## src/core/mnp_pkg.sv

```systemverilog
// Constants and types for the multiply, negate, idle and stack-discard executor
package mnp_pkg;
  localparam logic [15:0] OPC_MASK_FILE   = 16'hFE00;
  localparam logic [15:0] OPC_MUL_FILE    = 16'h0200;
  localparam logic [15:0] OPC_NEG_FILE    = 16'h6C00;
  localparam logic [15:0] OPC_MASK_LIT    = 16'hFF00;
  localparam logic [15:0] OPC_MUL_LIT     = 16'h0D00;
  localparam logic [15:0] OPC_POP         = 16'h0006;
  localparam logic [15:0] OPC_IDLE        = 16'h0000;
  localparam logic [3:0]  OPC_IDLE_NIB    = 4'hF;
  localparam int          ACCESS_BIT_POS  = 8;
  localparam logic [7:0]  INDEXED_MAX_F   = 8'h5F;
  localparam logic [7:0]  ACCESS_SPLIT    = 8'h60;
  localparam logic [3:0]  ACCESS_HI_BANK  = 4'hF;
  localparam logic [7:0]  PROD_RST        = 8'h00;
  localparam logic [4:0]  STATUS_RST      = 5'h00;
  localparam logic [4:0]  STACK_PTR_RST   = 5'h00;
  localparam int          ST_C  = 0;
  localparam int          ST_DC = 1;
  localparam int          ST_Z  = 2;
  localparam int          ST_OV = 3;
  localparam int          ST_N  = 4;
  typedef enum logic [2:0] {
    OP_IDLE, OP_MUL_FILE, OP_MUL_LIT, OP_NEG, OP_POP, OP_OTHER
  } op_type;
endpackage

```

## src/core/multiply_negate_pop_exec.sv

```systemverilog
// Executor for multiply, negate-file, idle and stack-discard instructions
//
// Overview of operation
// - Multiply-by-file stores 16-bit unsigned acc times file into product pair.
// - Multiply-by-file modifies neither accumulator nor source file register.
// - Multiplies never touch status flags, even on a zero product.
// - Access bit 0 selects access bank; 1 uses bank select register.
// - Access 0, extended set on, file at most 95: indexed literal offset.
// - Negate-file writes inverse plus one back to same location.
// - Negate-file updates negative, overflow, carry, digit carry, zero flags.
// - Negate-file decoded by opcode 0110 110a with file address low byte.
// - Stack discard removes top entry and writes it nowhere.
// - After discard, top shows the entry pushed before the discarded one.
// - Multiply-by-literal stores acc times eight-bit literal into product pair.
`timescale 1ns/1ps
`default_nettype none
module multiply_negate_pop_exec
  import mnp_pkg::*;
#(
  parameter int STACK_DEPTH = 31,
  parameter int PC_W        = 21
) (
  input  wire logic            clk_i,
  input  wire logic            rstn_i,
  input  wire logic            instr_valid_i,
  input  wire logic [15:0]     instr_i,
  input  wire logic [7:0]      acc_i,
  input  wire logic [3:0]      bank_select_register_i,
  input  wire logic [7:0]      fsr2_i,
  input  wire logic            ext_set_en_i,
  input  wire logic [7:0]      file_rdata_i,
  input  wire logic            push_i,
  input  wire logic [PC_W-1:0] push_data_i,
  output logic [11:0]          file_addr_o,
  output logic [11:0]          file_waddr_o,
  output logic [7:0]           file_wdata_o,
  output logic                 file_we_o,
  output logic [7:0]           product_high_o,
  output logic [7:0]           product_low_o,
  output logic [4:0]           status_o,
  output logic [PC_W-1:0]      return_stack_top_o,
  output logic [4:0]           stack_ptr_o,
  output logic                 stack_underflow_o
);

  // ********************************************
  // Decode
  // ********************************************
  op_type     op;
  logic       acc_bit;
  logic [7:0] f_lo;
  logic       indexed;

  assign acc_bit = instr_i[ACCESS_BIT_POS];
  assign f_lo    = instr_i[7:0];

  // Idle patterns take priority over every other decode
  always_comb begin
    op = OP_OTHER;
    if (!instr_valid_i || instr_i == OPC_IDLE || instr_i[15:12] == OPC_IDLE_NIB) begin
      op = OP_IDLE;
    end else if ((instr_i & OPC_MASK_FILE) == OPC_MUL_FILE) begin
      op = OP_MUL_FILE;
    end else if ((instr_i & OPC_MASK_FILE) == OPC_NEG_FILE) begin
      op = OP_NEG;
    end else if ((instr_i & OPC_MASK_LIT) == OPC_MUL_LIT) begin
      op = OP_MUL_LIT;
    end else if (instr_i == OPC_POP) begin
      op = OP_POP;
    end
  end

  // ********************************************
  // File address formation
  // ********************************************
  assign indexed = !acc_bit && ext_set_en_i && (f_lo <= INDEXED_MAX_F);
  logic [7:0] idx_sum;
  // Indexed addresses stay in the lowest bank
  assign idx_sum = 8'(fsr2_i + f_lo);

  always_comb begin
    if (indexed) begin
      file_addr_o = {4'h0, idx_sum};
    end else if (acc_bit) begin
      file_addr_o = {bank_select_register_i, f_lo};
    end else if (f_lo < ACCESS_SPLIT) begin
      file_addr_o = {4'h0, f_lo};
    end else begin
      file_addr_o = {ACCESS_HI_BANK, f_lo};
    end
  end

  // ********************************************
  // Negate and flags
  // ********************************************
  logic [8:0] neg_sum;
  logic [4:0] neg_dc;
  logic [7:0] neg_res;
  assign neg_sum = {1'b0, ~file_rdata_i} + 9'h001;
  assign neg_dc  = {1'b0, ~file_rdata_i[3:0]} + 5'h01;
  assign neg_res = neg_sum[7:0];
  logic       neg_c;
  logic       neg_ov;
  assign neg_c   = neg_sum[8];
  // Overflow only when 0x80 negates to itself
  assign neg_ov  = file_rdata_i[7] & neg_res[7];

  always_ff @(posedge clk_i or negedge rstn_i) begin
    if (!rstn_i) begin
      file_we_o <= 1'b0;
    end else begin
      file_we_o <= (op == OP_NEG);
    end
  end

  always_ff @(posedge clk_i or negedge rstn_i) begin
    if (!rstn_i) begin
      file_waddr_o <= 12'h000;
      file_wdata_o <= 8'h00;
    end else if (op == OP_NEG) begin
      file_waddr_o <= file_addr_o;
      file_wdata_o <= neg_res;
    end
  end

  logic [4:0] status_r;
  always_ff @(posedge clk_i or negedge rstn_i) begin
    if (!rstn_i) begin
      status_r <= STATUS_RST;
    end else if (op == OP_NEG) begin
      status_r[ST_C]  <= neg_c;
      status_r[ST_DC] <= neg_dc[4];
      status_r[ST_Z]  <= (neg_res == 8'h00);
      status_r[ST_OV] <= neg_ov;
      status_r[ST_N]  <= neg_res[7];
    end
  end
  // Multiplies, idle and discard never reach the flags
  assign status_o = status_r;

  // ********************************************
  // Product pair
  // ********************************************
  logic [7:0]  prod_h_r;
  logic [7:0]  prod_l_r;
  logic [15:0] prod;
  logic [7:0]  mul_src;
  logic        mul_go;
  assign mul_go  = (op == OP_MUL_FILE) || (op == OP_MUL_LIT);
  assign mul_src = (op == OP_MUL_LIT) ? f_lo : file_rdata_i;
  assign prod    = 16'(acc_i) * 16'(mul_src);

  // Upper byte of the product lands in product_high
  always_ff @(posedge clk_i or negedge rstn_i) begin
    if (!rstn_i) begin
      prod_h_r <= PROD_RST;
      prod_l_r <= PROD_RST;
    end else if (mul_go) begin
      prod_h_r <= prod[15:8];
      prod_l_r <= prod[7:0];
    end
  end
  assign product_high_o = prod_h_r;
  assign product_low_o  = prod_l_r;

  // ********************************************
  // Return stack
  // ********************************************
  logic [PC_W-1:0] stack_mem [STACK_DEPTH+1];
  logic [4:0]      sp_r;
  logic            unf_r;
  logic            pop_go;
  logic            push_go;

  // Push is dropped in a discard cycle and when the stack is full
  assign pop_go  = (op == OP_POP) && (sp_r != STACK_PTR_RST);
  assign push_go = (op != OP_POP) && push_i && (sp_r < 5'(STACK_DEPTH));

  always_ff @(posedge clk_i or negedge rstn_i) begin
    if (!rstn_i) begin
      sp_r <= STACK_PTR_RST;
    end else if (pop_go) begin
      sp_r <= sp_r - 5'h01;
    end else if (push_go) begin
      sp_r <= sp_r + 5'h01;
    end
  end

  // Discard on an empty stack only raises the sticky underflow flag
  always_ff @(posedge clk_i or negedge rstn_i) begin
    if (!rstn_i) begin
      unf_r <= 1'b0;
    end else if (op == OP_POP && sp_r == STACK_PTR_RST) begin
      unf_r <= 1'b1;
    end
  end

  always_ff @(posedge clk_i) begin
    if (push_go) begin
      stack_mem[sp_r + 5'h01] <= push_data_i;
    end
  end

  assign return_stack_top_o = (sp_r == STACK_PTR_RST) ? '0 : stack_mem[sp_r];
  assign stack_ptr_o        = sp_r;
  assign stack_underflow_o  = unf_r;

  // ********************************************
  // Assertions
  // ********************************************
  a_mul_product: assert property (@(posedge clk_i) disable iff (!rstn_i)
    op == OP_MUL_FILE |=> {prod_h_r, prod_l_r} == $past(acc_i) * $past(file_rdata_i))
    else $error("product pair wrong after file multiply");
  a_mul_nowrite: assert property (@(posedge clk_i) disable iff (!rstn_i)
    op == OP_MUL_FILE |=> !file_we_o)
    else $error("file written during multiply");
  a_mul_flags: assert property (@(posedge clk_i) disable iff (!rstn_i)
    (op == OP_MUL_FILE || op == OP_MUL_LIT) |=> $stable(status_r))
    else $error("status changed by multiply");
  a_bank_sel: assert property (@(posedge clk_i) disable iff (!rstn_i)
    acc_bit |-> file_addr_o == {bank_select_register_i, f_lo})
    else $error("bank select not used");
  a_indexed_addr: assert property (@(posedge clk_i) disable iff (!rstn_i)
    (!acc_bit && ext_set_en_i && f_lo <= INDEXED_MAX_F) |-> file_addr_o == {4'h0, 8'(fsr2_i + f_lo)})
    else $error("indexed offset not applied");
  a_neg_result: assert property (@(posedge clk_i) disable iff (!rstn_i)
    op == OP_NEG |=> file_we_o && file_wdata_o == 8'(-$past(file_rdata_i)))
    else $error("negate result wrong");
  a_neg_zero: assert property (@(posedge clk_i) disable iff (!rstn_i)
    op == OP_NEG |=> status_r[ST_Z] == (file_wdata_o == 8'h00)
      && status_r[ST_N] == file_wdata_o[7])
    else $error("negate flags wrong");
  a_neg_decode: assert property (@(posedge clk_i) disable iff (!rstn_i)
    (instr_valid_i && instr_i[15:9] == 7'h36) |-> op == OP_NEG)
    else $error("negate not decoded");
  a_pop_ptr: assert property (@(posedge clk_i) disable iff (!rstn_i)
    (op == OP_POP && sp_r != 5'h00) |=> sp_r == $past(sp_r) - 5'h01)
    else $error("discard did not drop top");
  a_idle_quiet: assert property (@(posedge clk_i) disable iff (!rstn_i)
    (op == OP_IDLE && !push_i) |=> !file_we_o && $stable(status_r) && $stable(sp_r)
      && $stable(prod_l_r) && $stable(prod_h_r))
    else $error("idle changed state");
  a_lit_product: assert property (@(posedge clk_i) disable iff (!rstn_i)
    op == OP_MUL_LIT |=> {prod_h_r, prod_l_r} == $past(acc_i) * $past(f_lo))
    else $error("literal product wrong");
  a_lit_nowrite: assert property (@(posedge clk_i) disable iff (!rstn_i)
    op == OP_MUL_LIT |=> !file_we_o)
    else $error("file written during literal multiply");
  a_mul_decode: assert property (@(posedge clk_i) disable iff (!rstn_i)
    (instr_valid_i && instr_i[15:9] == 7'h01) |-> op == OP_MUL_FILE)
    else $error("file multiply not decoded");
  a_lit_decode: assert property (@(posedge clk_i) disable iff (!rstn_i)
    (instr_valid_i && instr_i[15:8] == 8'h0D) |-> op == OP_MUL_LIT)
    else $error("literal multiply not decoded");
  a_idle_decode: assert property (@(posedge clk_i) disable iff (!rstn_i)
    (instr_i == OPC_IDLE || instr_i[15:12] == OPC_IDLE_NIB) |-> op == OP_IDLE)
    else $error("idle word not decoded");

  a_access_low: assert property (@(posedge clk_i) disable iff (!rstn_i)
    (!acc_bit && !ext_set_en_i && f_lo < ACCESS_SPLIT) |-> file_addr_o == {4'h0, f_lo})
    else $error("low access bank address wrong");
  a_access_high: assert property (@(posedge clk_i) disable iff (!rstn_i)
    (!acc_bit && f_lo >= ACCESS_SPLIT) |-> file_addr_o == {ACCESS_HI_BANK, f_lo})
    else $error("high access bank address wrong");

  a_neg_carry: assert property (@(posedge clk_i) disable iff (!rstn_i)
    op == OP_NEG |=> status_r[ST_C] == ($past(file_rdata_i) == 8'h00)
      && status_r[ST_DC] == ($past(file_rdata_i[3:0]) == 4'h0))
    else $error("negate carry flags wrong");
  a_neg_ovf: assert property (@(posedge clk_i) disable iff (!rstn_i)
    op == OP_NEG |=> status_r[ST_OV] == ($past(file_rdata_i) == 8'h80))
    else $error("negate overflow flag wrong");
  a_neg_addr: assert property (@(posedge clk_i) disable iff (!rstn_i)
    op == OP_NEG |=> file_waddr_o == $past(file_addr_o))
    else $error("negate written to wrong location");
  a_we_pulse: assert property (@(posedge clk_i) disable iff (!rstn_i)
    file_we_o |-> $past(op == OP_NEG))
    else $error("file write without negate");

  a_pop_top: assert property (@(posedge clk_i) disable iff (!rstn_i)
    (op == OP_POP && sp_r > 5'h01) |=> return_stack_top_o == $past(stack_mem[sp_r - 5'h01]))
    else $error("discard exposed wrong entry");
  a_pop_empty: assert property (@(posedge clk_i) disable iff (!rstn_i)
    (op == OP_POP && sp_r == 5'h00) |=> stack_underflow_o && sp_r == 5'h00)
    else $error("empty discard handled wrong");
  a_pop_quiet: assert property (@(posedge clk_i) disable iff (!rstn_i)
    op == OP_POP |=> !file_we_o && $stable(status_r) && $stable(prod_h_r))
    else $error("discarded entry written somewhere");
  a_pop_decode: assert property (@(posedge clk_i) disable iff (!rstn_i)
    (instr_valid_i && instr_i == OPC_POP) |-> op == OP_POP)
    else $error("discard not decoded");

  // ********************************************
  // Cover properties
  // ********************************************

  c_mul_file: cover property (@(posedge clk_i) disable iff (!rstn_i) op == OP_MUL_FILE);
  c_neg_zero: cover property (@(posedge clk_i) disable iff (!rstn_i)
    op == OP_NEG && file_rdata_i == 8'h00);
  c_pop_deep: cover property (@(posedge clk_i) disable iff (!rstn_i) op == OP_POP && sp_r > 5'd1);
  c_indexed: cover property (@(posedge clk_i) disable iff (!rstn_i) op == OP_NEG && indexed);
  c_neg_ovf: cover property (@(posedge clk_i) disable iff (!rstn_i)
    op == OP_NEG && file_rdata_i == 8'h80);

endmodule
`default_nettype wire

```

## config.mk

```make
export PLATFORM = sky130hd
export DESIGN_NAME = multiply_negate_pop_exec
export DESIGN_NICKNAME = d
export VERILOG_FILES = /design/src/core/mnp_pkg.sv /design/src/core/multiply_negate_pop_exec.sv
export SDC_FILE = /design/constraint.sdc
export NUM_CORES = 1
export LEC_CHECK = 0
export BUFFER_PORTS_ARGS = -buffer_cell sky130_fd_sc_hd__buf_2
export CORE_ASPECT_RATIO = 1.25
export CORE_MARGIN = 2
export CORE_UTILIZATION = 51
export DETAILED_ROUTE_END_ITERATION = 8
export HOLD_SLACK_MARGIN = 0.05
export PLACE_DENSITY = 0.67
export SLEW_MARGIN = 5
export SYNTH_ARGS = -nofsm -noshare
export SYNTH_HDL_FRONTEND = slang
export SYNTH_SLANG_ARGS = --single-unit
```

## constraint.sdc

```tcl
create_clock -name clk_i -period 6.4 [get_ports clk_i]
set_input_delay 0 -clock clk_i [delete_from_list [all_inputs] [get_ports clk_i]]
set_output_delay 0 -clock clk_i [all_outputs]
set_load 0.05 [all_outputs]
```

### Word-level counts from Yosys, hierarchy flattened

Memories as Yosys holds them, arrays and structs flattened.
Cells that the tools add are included.

| cells by class | value |
|---|---|
| add/sub/neg operators | 5 |
| $mul | 1 |
| $lt $le $gt $ge | 3 |
| equal/unequal tests | 10 |
| multiplexer cells | 14 |
| bitwise operators | 3 |
| reduce and logical (&&, ||, !) cells | 16 |

Operator list:

| cell | number |
|---|---|
| 12-bit 2-to-1 mux | 3 |
| 21-bit 2-to-1 mux | 1 |
| 16-bit by 3-bit equality test with 1-bit output (second input constant) | 1 |
| 16-bit logical NOT | 1 |
| 8-bit by 8-bit multiplier with 16-bit output | 1 |
| 3-bit 2-to-1 mux | 4 |
| 5-bit 2-to-1 mux | 2 |
| 8-bit by 1-bit adder with 9-bit output (second input constant) | 1 |
| 8-bit adder | 1 |
| 8-bit by 4-bit equality test with 1-bit output (second input constant) | 1 |
| 8-bit by 7-bit <= comparator with 1-bit output (second input constant) | 1 |
| 8-bit logical NOT | 1 |
| 8-bit by 7-bit < comparator with 1-bit output (second input constant) | 1 |
| 8-bit 2-to-1 mux | 1 |
| 8-bit NOT | 1 |
| 7-bit by 1-bit equality test with 1-bit output (second input constant) | 1 |
| 7-bit by 6-bit equality test with 1-bit output (second input constant) | 1 |
| 3-bit by 2-bit equality test with 1-bit output (second input constant) | 2 |
| 1-bit logical AND | 6 |
| 4-bit by 1-bit adder with 5-bit output (second input constant) | 1 |
| 5-bit by 1-bit adder with 5-bit output (second input constant) | 1 |
| 5-bit logical NOT | 1 |
| 5-bit < comparator (second input constant) | 1 |
| 5-bit nonzero test | 1 |
| other kinds (11) | 16 |

| storage, ports and cells | value |
|---|---|
| register bits after elaboration | 48 |
| bits in writable memories | 672 |
| input port bits | 70 |
| output and inout port bits | 81 |
| word-level logic and storage cells | 61 |
| memories kept | 1 |

Memory list:

| memory | depth | bits a word | rd ports | clocked after Yosys merged registers in | write ports | RTL line | RTL |
|---|---|---|---|---|---|---|---|
| stack_mem | 32 | 21 | 1 | 0 | 1 | multiply_negate_pop_exec.sv:169 | `logic [PC_W-1:0] stack_mem [STACK_DEPTH+1];` |

### Depth between registers and ports, before layout

Gate-level depths: netlist (run 1).

| logic depth | value |
|---|---|
| depth after elaboration | 11 |
| mapped depth | 21 |
| depth with buffers taken out | 21 |

### Worst setup path before layout (run 1)

Ideal clock, no wire load.

| timing path | value |
|---|---|
| kind | input to register |
| start point | input port instr_i[6] |
| end point | register prod_h_r[6], in the netlist product_high_o[6] |
| setup time | 0.135 ns |
| arrival time | 5.604 ns |
| setup slack | 0.661 ns |
| stages on the path | 18 |
| buffers on the path | 0 |
| path through | or4_1 > or4_4 > o311a_4 > nand3_4 > mux2i_1 > and2b_1 > fa_1 > fa_1 > inv_1 > fa_1 > fa_1 > inv_1 > ha_1 > or4_1 > o22a_1 > a311oi_1 > xor2_1 > o21ai_0 |

| on the way | value |
|---|---|
| cells in the longest elaborated chain, start to end | 9 |
| elaborated cells on any way between the ends | 14 |
| those cells by class | mul (1); eq/ne (3); mux (6); reduce/logical (4) |

Ends and longest elaborated chain:

| item | RTL line | RTL |
|---|---|---|
| start, declared | multiply_negate_pop_exec.sv:26 | `input wire logic [15:0] instr_i,` |
| 16-bit by 3-bit equality test with 1-bit output | multiply_negate_pop_exec.sv:68 | `end else if (instr_i == OPC_POP) begin` |
| 1-bit 2-to-1 mux | multiply_negate_pop_exec.sv:68 |  |
| 3-bit 2-to-1 mux | multiply_negate_pop_exec.sv:66 | `end else if ((instr_i & OPC_MASK_LIT) == OPC_MUL_LIT) begin` |
| 3-bit 2-to-1 mux | multiply_negate_pop_exec.sv:64 | `end else if ((instr_i & OPC_MASK_FILE) == OPC_NEG_FILE) begin` |
| 3-bit 2-to-1 mux | multiply_negate_pop_exec.sv:62 | `end else if ((instr_i & OPC_MASK_FILE) == OPC_MUL_FILE) begin` |
| 3-bit 2-to-1 mux | multiply_negate_pop_exec.sv:60 | `if (!instr_valid_i \|\| instr_i == OPC_IDLE \|\| instr_i[15:12] == OPC_IDLE_NIB) begin` |
| 3-bit by 2-bit equality test with 1-bit output | multiply_negate_pop_exec.sv:149, multiply_negate_pop_exec.sv:150 |  |
| 8-bit 2-to-1 mux | multiply_negate_pop_exec.sv:150 | `assign mul_src = (op == OP_MUL_LIT) ? f_lo : file_rdata_i;` |
| 8-bit by 8-bit multiplier with 16-bit output | multiply_negate_pop_exec.sv:151 | `assign prod = 16'(acc_i) * 16'(mul_src);` |
| end signal, assigned | multiply_negate_pop_exec.sv:159 | `prod_h_r <= prod[15:8];` |
| end, declared | multiply_negate_pop_exec.sv:144 | `logic [7:0] prod_h_r;` |

Several ways; a longest one is shown, not always the timed one.
A chain may end at the register's enable or synchronous reset.

### Worst setup path after layout (run 1)

Ends and elaborated chain as after synthesis.

==> reports/results.ini, run 1 <==
[final_layout]
syn_to_final_growth_pct=15.8
final_cell_mix=edfxtp_1 (672), mux4_2 (195), buf_2 (150)
finish.instance_area_um2=35500
fillerInstances=4376
drive_gt1_frac=0.284
final_common_cell=edfxtp_1
fin_nets=2069

[synthesis]
synth_nets=1810
syn_avg_cell_area_um2=18.6
ys_warn_count=0
synth.distinct_cells=64
synth_edf_count=672
synth-async-reset-ratio=0.0654
syn-instance-count=1652
synth_ff_type=edfxtp_1
ys_seq_elements=719
yosysSeqAreaShare=0.696
syn_area_um2=30700

[drt]
first_iter_violations=1458
vias=16276
antenna_left=0
routed_wl_um=70400
viasPerCell=5.96
wire_per_inst_um=25.8
drc=0
first_pass_iters=5

[critical_path]
cp_top_family=adder cells
slowest_delay_ps=560
critPathCaptureType=flop
crit_type=in -> reg
start_kind=primary input
critical_path.cell_chain=dlygate4sd3_1 -> buf_2 -> or4_1 -> or4_4 -> o311a_4 -> nand3_4 -> mux2i_1 -> buf_4 -> and2b_1 -> fa_1 -> fa_1 -> inv_1 -> fa_1 -> fa_1 -> inv_1 -> ha_1 -> or4_1 -> o22a_1 -> a311oi_1 -> xor2_1 -> o21ai_0
arrival_ps=6530
cp_common_cell=fa_1
crit_slowest_cell=or4_4
crit_fanout=8
crit_buf_inv=5
cp.required_ps=6850

[place]
dp_hpwl_um=41200
gp_congestion=0.846
port_buffers=150
place_area_um2=32600

[power_and_ir_drop]
power.total_mw=14.8
leakage_nw=12.6
p_per_area_nw_per_um2=417
peakVddDrop_uv=315

[grt]
grt_pass1_wl_um=105000
grt_pass1_vias=17192
grt_max_degree=79
grtUsageTotal=0.231
globalRouteOverflowTotal=0
grt_antenna_before_repair=0

[clocking]
postCtsSetupRepairBufs=0
cts.sinks=719
cts_max_level=3
clk_pin_slew_worst_paths_ps=70
numCtsBuffers=70
cts_tree=yes
cts_hold_buf=61
cts_root_buffer=clkbuf_16
cts_resized=0
worstSkewPairLatency_ps=610
cts_buffer_depth=3

[timing]
rsz0062_at_grt=false
slew_viol_final=0
fin_crit_sh=0.950
slew_headroom=0.283
skew_ps=23.0
worst_pin_slew_ps=1080
finalHoldViolCount=0
final.setup.tns_ps=0
fmax_ghz=0.164
setup_viol=0
period_minus_slack_ps=6080

[flow_run]
maxCapViolCount=0

[floorplanning]
fp.dieH_um=278
core_area_um2=59600
fp.dieArea_um2=62100
start_util=0.515
fp-row-count=100
boundaryPins=151
die_w_um=223

[status]
run_status=complete, no violations

[min_path]
hold_class=in -> reg

[flip-flops by register name, summed over array words and instances, names as in the netlist]
name and cells:
file_wdata_o 8, file_we_o 1, file_waddr_o 12, stack_underflow_o 1
product_low_o 8, status_o 4, product_high_o 8, stack_ptr_o 5
stack_mem 672
[cell families after synthesis]
logic type,share of synthesized area
muxes,0.154
adders and majority gates,0.0450
DFF,0.696
and+or+nand+nor,0.0513
xor gates and xnor gates,0.00628
AOI/OAI and AO/OA,0.0292
buffers and inverters,0.0178
[path summary, 6_finish.rpt]
| path | cells past startpoint | start | slack (ps) | endpoint |
|---|---|---|---|---|
| min reg2reg | 1 | stack_underflow_o | 450 | stack_underflow_o |
| min | 5 | fsr2_i[5] | 90 | file_waddr_o[5] |
| max | 21 | instr_i[6] | 320 | product_high_o[6] |
| min in group asynchronous | 4 | rstn_i | 580 | product_high_o[1] |
| max reg2reg | 6 | stack_ptr_o[1] | 2530 | stack_mem[19][14] |
| max in group asynchronous | 4 | rstn_i | 5310 | stack_ptr_o[3] |
[metrics by stage]
step | std cells | setup slack (ps) | util | hold WS (ps)
4_1_cts | 2730 | 338 | 0.596 | 78.9
5_1_grt | 2730 | 29.6 | 0.596 | 192
3_5_place_dp | 2543 | 258 | 0.547 | 144
6_report | 2731 | 317 | 0.596 | 90.3
3_3_place_gp | 2543 | 420 | 0.547 | 135
2_1_floorplan | 1652 | 661 | - | -296
[power by group]
group | total (mW) | internal, mW | switching [mW]
Combinational | 4.86 | 1.96 | 2.90
Sequential | 5.78 | 5.49 | 0.292
Clock | 4.16 | 2.42 | 1.74
Total | 14.8 | 9.87 | 4.94
[synthesized netlist by cell type (all sizes together) (37+ instances only)]
| cell type | number | area share |
|---|---|---|
| nor2 | 61 | 0.0075 |
| nand2 | 129 | 0.017 |
| o21ai | 46 | 0.0075 |
| mux4 | 195 | 0.14 |
| dfrtp | 47 | 0.038 |
| clkbuf | 45 | 0.0055 |
| nor2b | 50 | 0.010 |
| ha | 51 | 0.021 |
| fa | 37 | 0.024 |
| inv | 62 | 0.0076 |
| edfxtp | 672 | 0.66 |
[cell type report]
cell class	instances	area (um2)	area share
sequential	719	21400	0.602
multi-input combinational	794	8860	0.250
clock buffer	85	1870	0.0527
timing repair buffer	262	1760	0.0495
tap	765	957	0.0270
clock inverter	41	434	0.0122
inverter	64	240	0.00677
antenna	1	2.50	0.0000705
[per-layer routing]
layer,GRT usage,up-vias,part of all wire
li1,-,7033,-
met1,0.292,8563,0.39
met2,0.409,552,0.52
met3,0.0332,128,0.059
met4,0.0812,0,0.028
met5,0,-,0
[worst min-delay path, stage by stage]
cell and delay, ps:
buf_2 80, ha_1 170, xor2_1 80, o21ai_0 190, mux2_2 150
Note: power is estimated with default switching activity, not from simulation.
==> run 2, diff against run 1 <==
Settings changed: CAP_MARGIN from default to 10, CORE_MARGIN 2 to 5.
Clock period 6.4 ns to 7.8 ns, I/O delays scaled along.
==> run 2 against run 1 <==
Compared with the run above:
- via count decreased by 0.88%
- combinational power is 19% lower
- largest power group unchanged
- die area is 4.9% higher
- clock skew decreased by 5.3 ps
- first-iteration DRC count grew 7.1%
- utilization shrank 0.35 points
- critical endpoint unchanged
- worst setup slack improved by 1200 ps
- register-to-register slack improved by 870 ps
- cell count down 0.48%
- largest cell class unchanged
- clock power fell by 23%
- clock-buffer cell count grew 3
- flip-flop and latch count did not move
==> reports/results.ini, run 2 (same netlist as run 1, synthesis figures left out) <==
[final_layout]
top_regs=stack_mem x672, file_waddr_o x12  ; unchanged
syn_to_final_growth_pct=15.1  ; was 15.8%
final_cell_mix=edfxtp_1 (672), mux4_2 (195), buf_2 (150)  ; unchanged
fin_nets=2063  ; was 2,069
regMostFlops=stack_mem  ; unchanged
seqCellArea_um2=21400  ; unchanged
finish.instance_area_um2=35300  ; was 35,500 um2
final_common_cell=edfxtp_1  ; unchanged
largest_register_ffs=672  ; unchanged
fillerInstances=4382  ; was 4,376
multi_input_area_um2=8860  ; unchanged
drive_gt1_frac=0.281  ; was 0.284
diodes=0  ; was 1

[power_and_ir_drop]
power.total_mw=11.9  ; was 14.8 mW
peakVddDrop_uv=518  ; was 315 uV
leakage_nw=12.5  ; was 12.6 nW
p_per_area_nw_per_um2=338  ; was 417 nW/um2

[grt]
grt_pass1_vias=17015  ; was 17.2k
grt_antenna_before_repair=0  ; unchanged
grtUsageTotal=0.215  ; was 0.231
grt_pass1_wl_um=106000  ; was 105,000 um
grt_max_degree=66  ; was 79
globalRouteOverflowTotal=0  ; unchanged

[clocking]
cts_tree=yes  ; unchanged
cts_root_buffer=clkbuf_16  ; unchanged
cts.sinks=719  ; unchanged
numCtsBuffers=71  ; was 70
cts_max_level=3  ; unchanged
cts_resized=0  ; unchanged
postCtsSetupRepairBufs=0  ; unchanged
cts_buffer_depth=3  ; unchanged
worstSkewPairLatency_ps=610  ; about the same
clk_pin_slew_worst_paths_ps=60  ; was 70 ps

[critical_path]
crit_end=product_high_o[6]  ; unchanged
crit_type=in -> reg  ; unchanged
crit_start=instr_i[6]  ; unchanged
reg2regPathDepth=8  ; was 6
start_kind=primary input  ; unchanged
cp.required_ps=8260  ; was 6850 ps
regToRegEndpoint=stack_mem[20][3]  ; was stack_mem[19][14]
arrival_ps=6770  ; was 6530 ps
critPathCaptureType=flop  ; unchanged
r2r_slack_ps=3400  ; was 2530 ps
crit_fanout=8  ; unchanged
reg2reg_from=stack_ptr_o[1]  ; unchanged

[floorplanning]
fp.dieH_um=284  ; was 278 um
die_w_um=229  ; was 223 um
fp-row-count=100  ; unchanged
start_util=0.515  ; unchanged
fp.dieArea_um2=65200  ; was 62,100 um2
core_area_um2=59600  ; unchanged
boundaryPins=151  ; unchanged

[min_path]
hold_class=in -> reg  ; unchanged

[drt]
vias=16133  ; was 16.3k
viasPerCell=5.94  ; was 5.96
antenna_left=0  ; unchanged
wire_per_inst_um=25.6  ; was 25.8 um
routed_wl_um=69500  ; was 70,400 um
first_pass_iters=5  ; unchanged
drc=0  ; unchanged
first_iter_violations=1562  ; was 1,458

[timing]
fmax_ghz=0.158
period_minus_slack_ps=6310
slew_viol_final=0  ; unchanged
fin_crit_sh=0.809
setup_viol=0  ; unchanged
slew_headroom=0.231  ; was 0.283
skew_ps=17.7  ; was 23.0 ps
final.setup.tns_ps=0  ; unchanged
finalHoldViolCount=0  ; unchanged
worst_pin_slew_ps=1150  ; was 1080 ps
rsz0062_at_grt=false  ; unchanged

[flow_run]
maxCapViolCount=0  ; unchanged

[status]
run_status=complete, no violations  ; unchanged

[place]
port_buffers=150  ; unchanged
place_area_um2=32500  ; was 32,600 um2
dp_hpwl_um=41800  ; was 41,200 um
gp_congestion=0.892  ; was 0.846

-- run 2: cell types whose count changed in the layout (fill, tap and decap cells not counted), sizes merged --
cell / before / now
inv: 65 / 67
clkinvlp: 3 / 2
dlygate4sd3: 61 / 62
diode: 1 / 0
bufinv: 8 / 3
clkbuf: 85 / 88
clkinv: 29 / 25
buf: 201 / 193
-- run 2: cell type report --
cell class	count	share of cell area
Multi-Input combinational cell	794	0.251
Sequential cell	719	0.606
Clock buffer	88	0.0522
Timing Repair Buffer	255	0.0480
Inverter	64	0.00681
Tap cell	765	0.0271
Clock inverter	33	0.00911
-- run 2: what timing repair did --
| action | 4_1_cts | 5_1_grt |
|---|---|---|
| endpoints found under the setup margin | 0 | 0 |
| hold buffers | 62 | 0 |
| endpoints found under the hold margin | 747 | 0 |
-- run 2: worst min path at each step --
stage	startpoint	cells after the start	endpoint	slack (ps)
2_1_floorplan	rstn_i	0	file_waddr_o[0]	-300
3_3_place_gp	rstn_i	2	product_low_o[0]	140
3_5_place_dp	rstn_i	2	product_low_o[0]	150
4_1_cts	fsr2_i[1]	7	file_waddr_o[3]	60
5_1_grt	fsr2_i[5]	5	file_waddr_o[5]	120
6_report	fsr2_i[2]	6	file_waddr_o[2]	90
-- run 2: report_power, final --
group	total, mW	switching (mW)	internal, mW	leakage, nW
Sequential	4.75	0.244	4.51	6.68
Clock	3.22	1.43	1.80	1.05
Combinational	3.96	2.36	1.60	4.73
Total	11.9	4.03	7.91	12.5
-- run 2: through the flow --
step                hold slack (ps)   util  setup slack [ps]  cells
floorplan                      -296      -              2060   1652
global placement                137  0.546              1560   2535
detailed placement              150  0.546              1420   2535
CTS                            55.6  0.592              1490   2718
global route                    116  0.592              1090   2718
finish                         85.6  0.592              1490   2718
-- run 2: layer usage --
metal | vias to the layer above | wire length, um | track usage
met5 | - | 0 | 0
met4 | 0 | 1530 | 0.0582
met3 | 109 | 4590 | 0.0389
met2 | 594 | 36100 | 0.369
met1 | 8401 | 27300 | 0.286
li1 | 7029 | - | -
-- run 2: worst max-delay path, stage by stage --
cell,delay [ps]
dlygate4sd3_1,540
buf_2,160
or4_1,520
or4_4,560
o311a_4,370
nand3_4,170
mux2i_1,650
nor2b_1,140
fa_1,520
fa_1,520
fa_1,500
inv_1,50
fa_1,470
inv_1,50
ha_1,210
or4_1,510
o22a_1,240
a311oi_1,320
xor2_1,180
o21ai_0,90
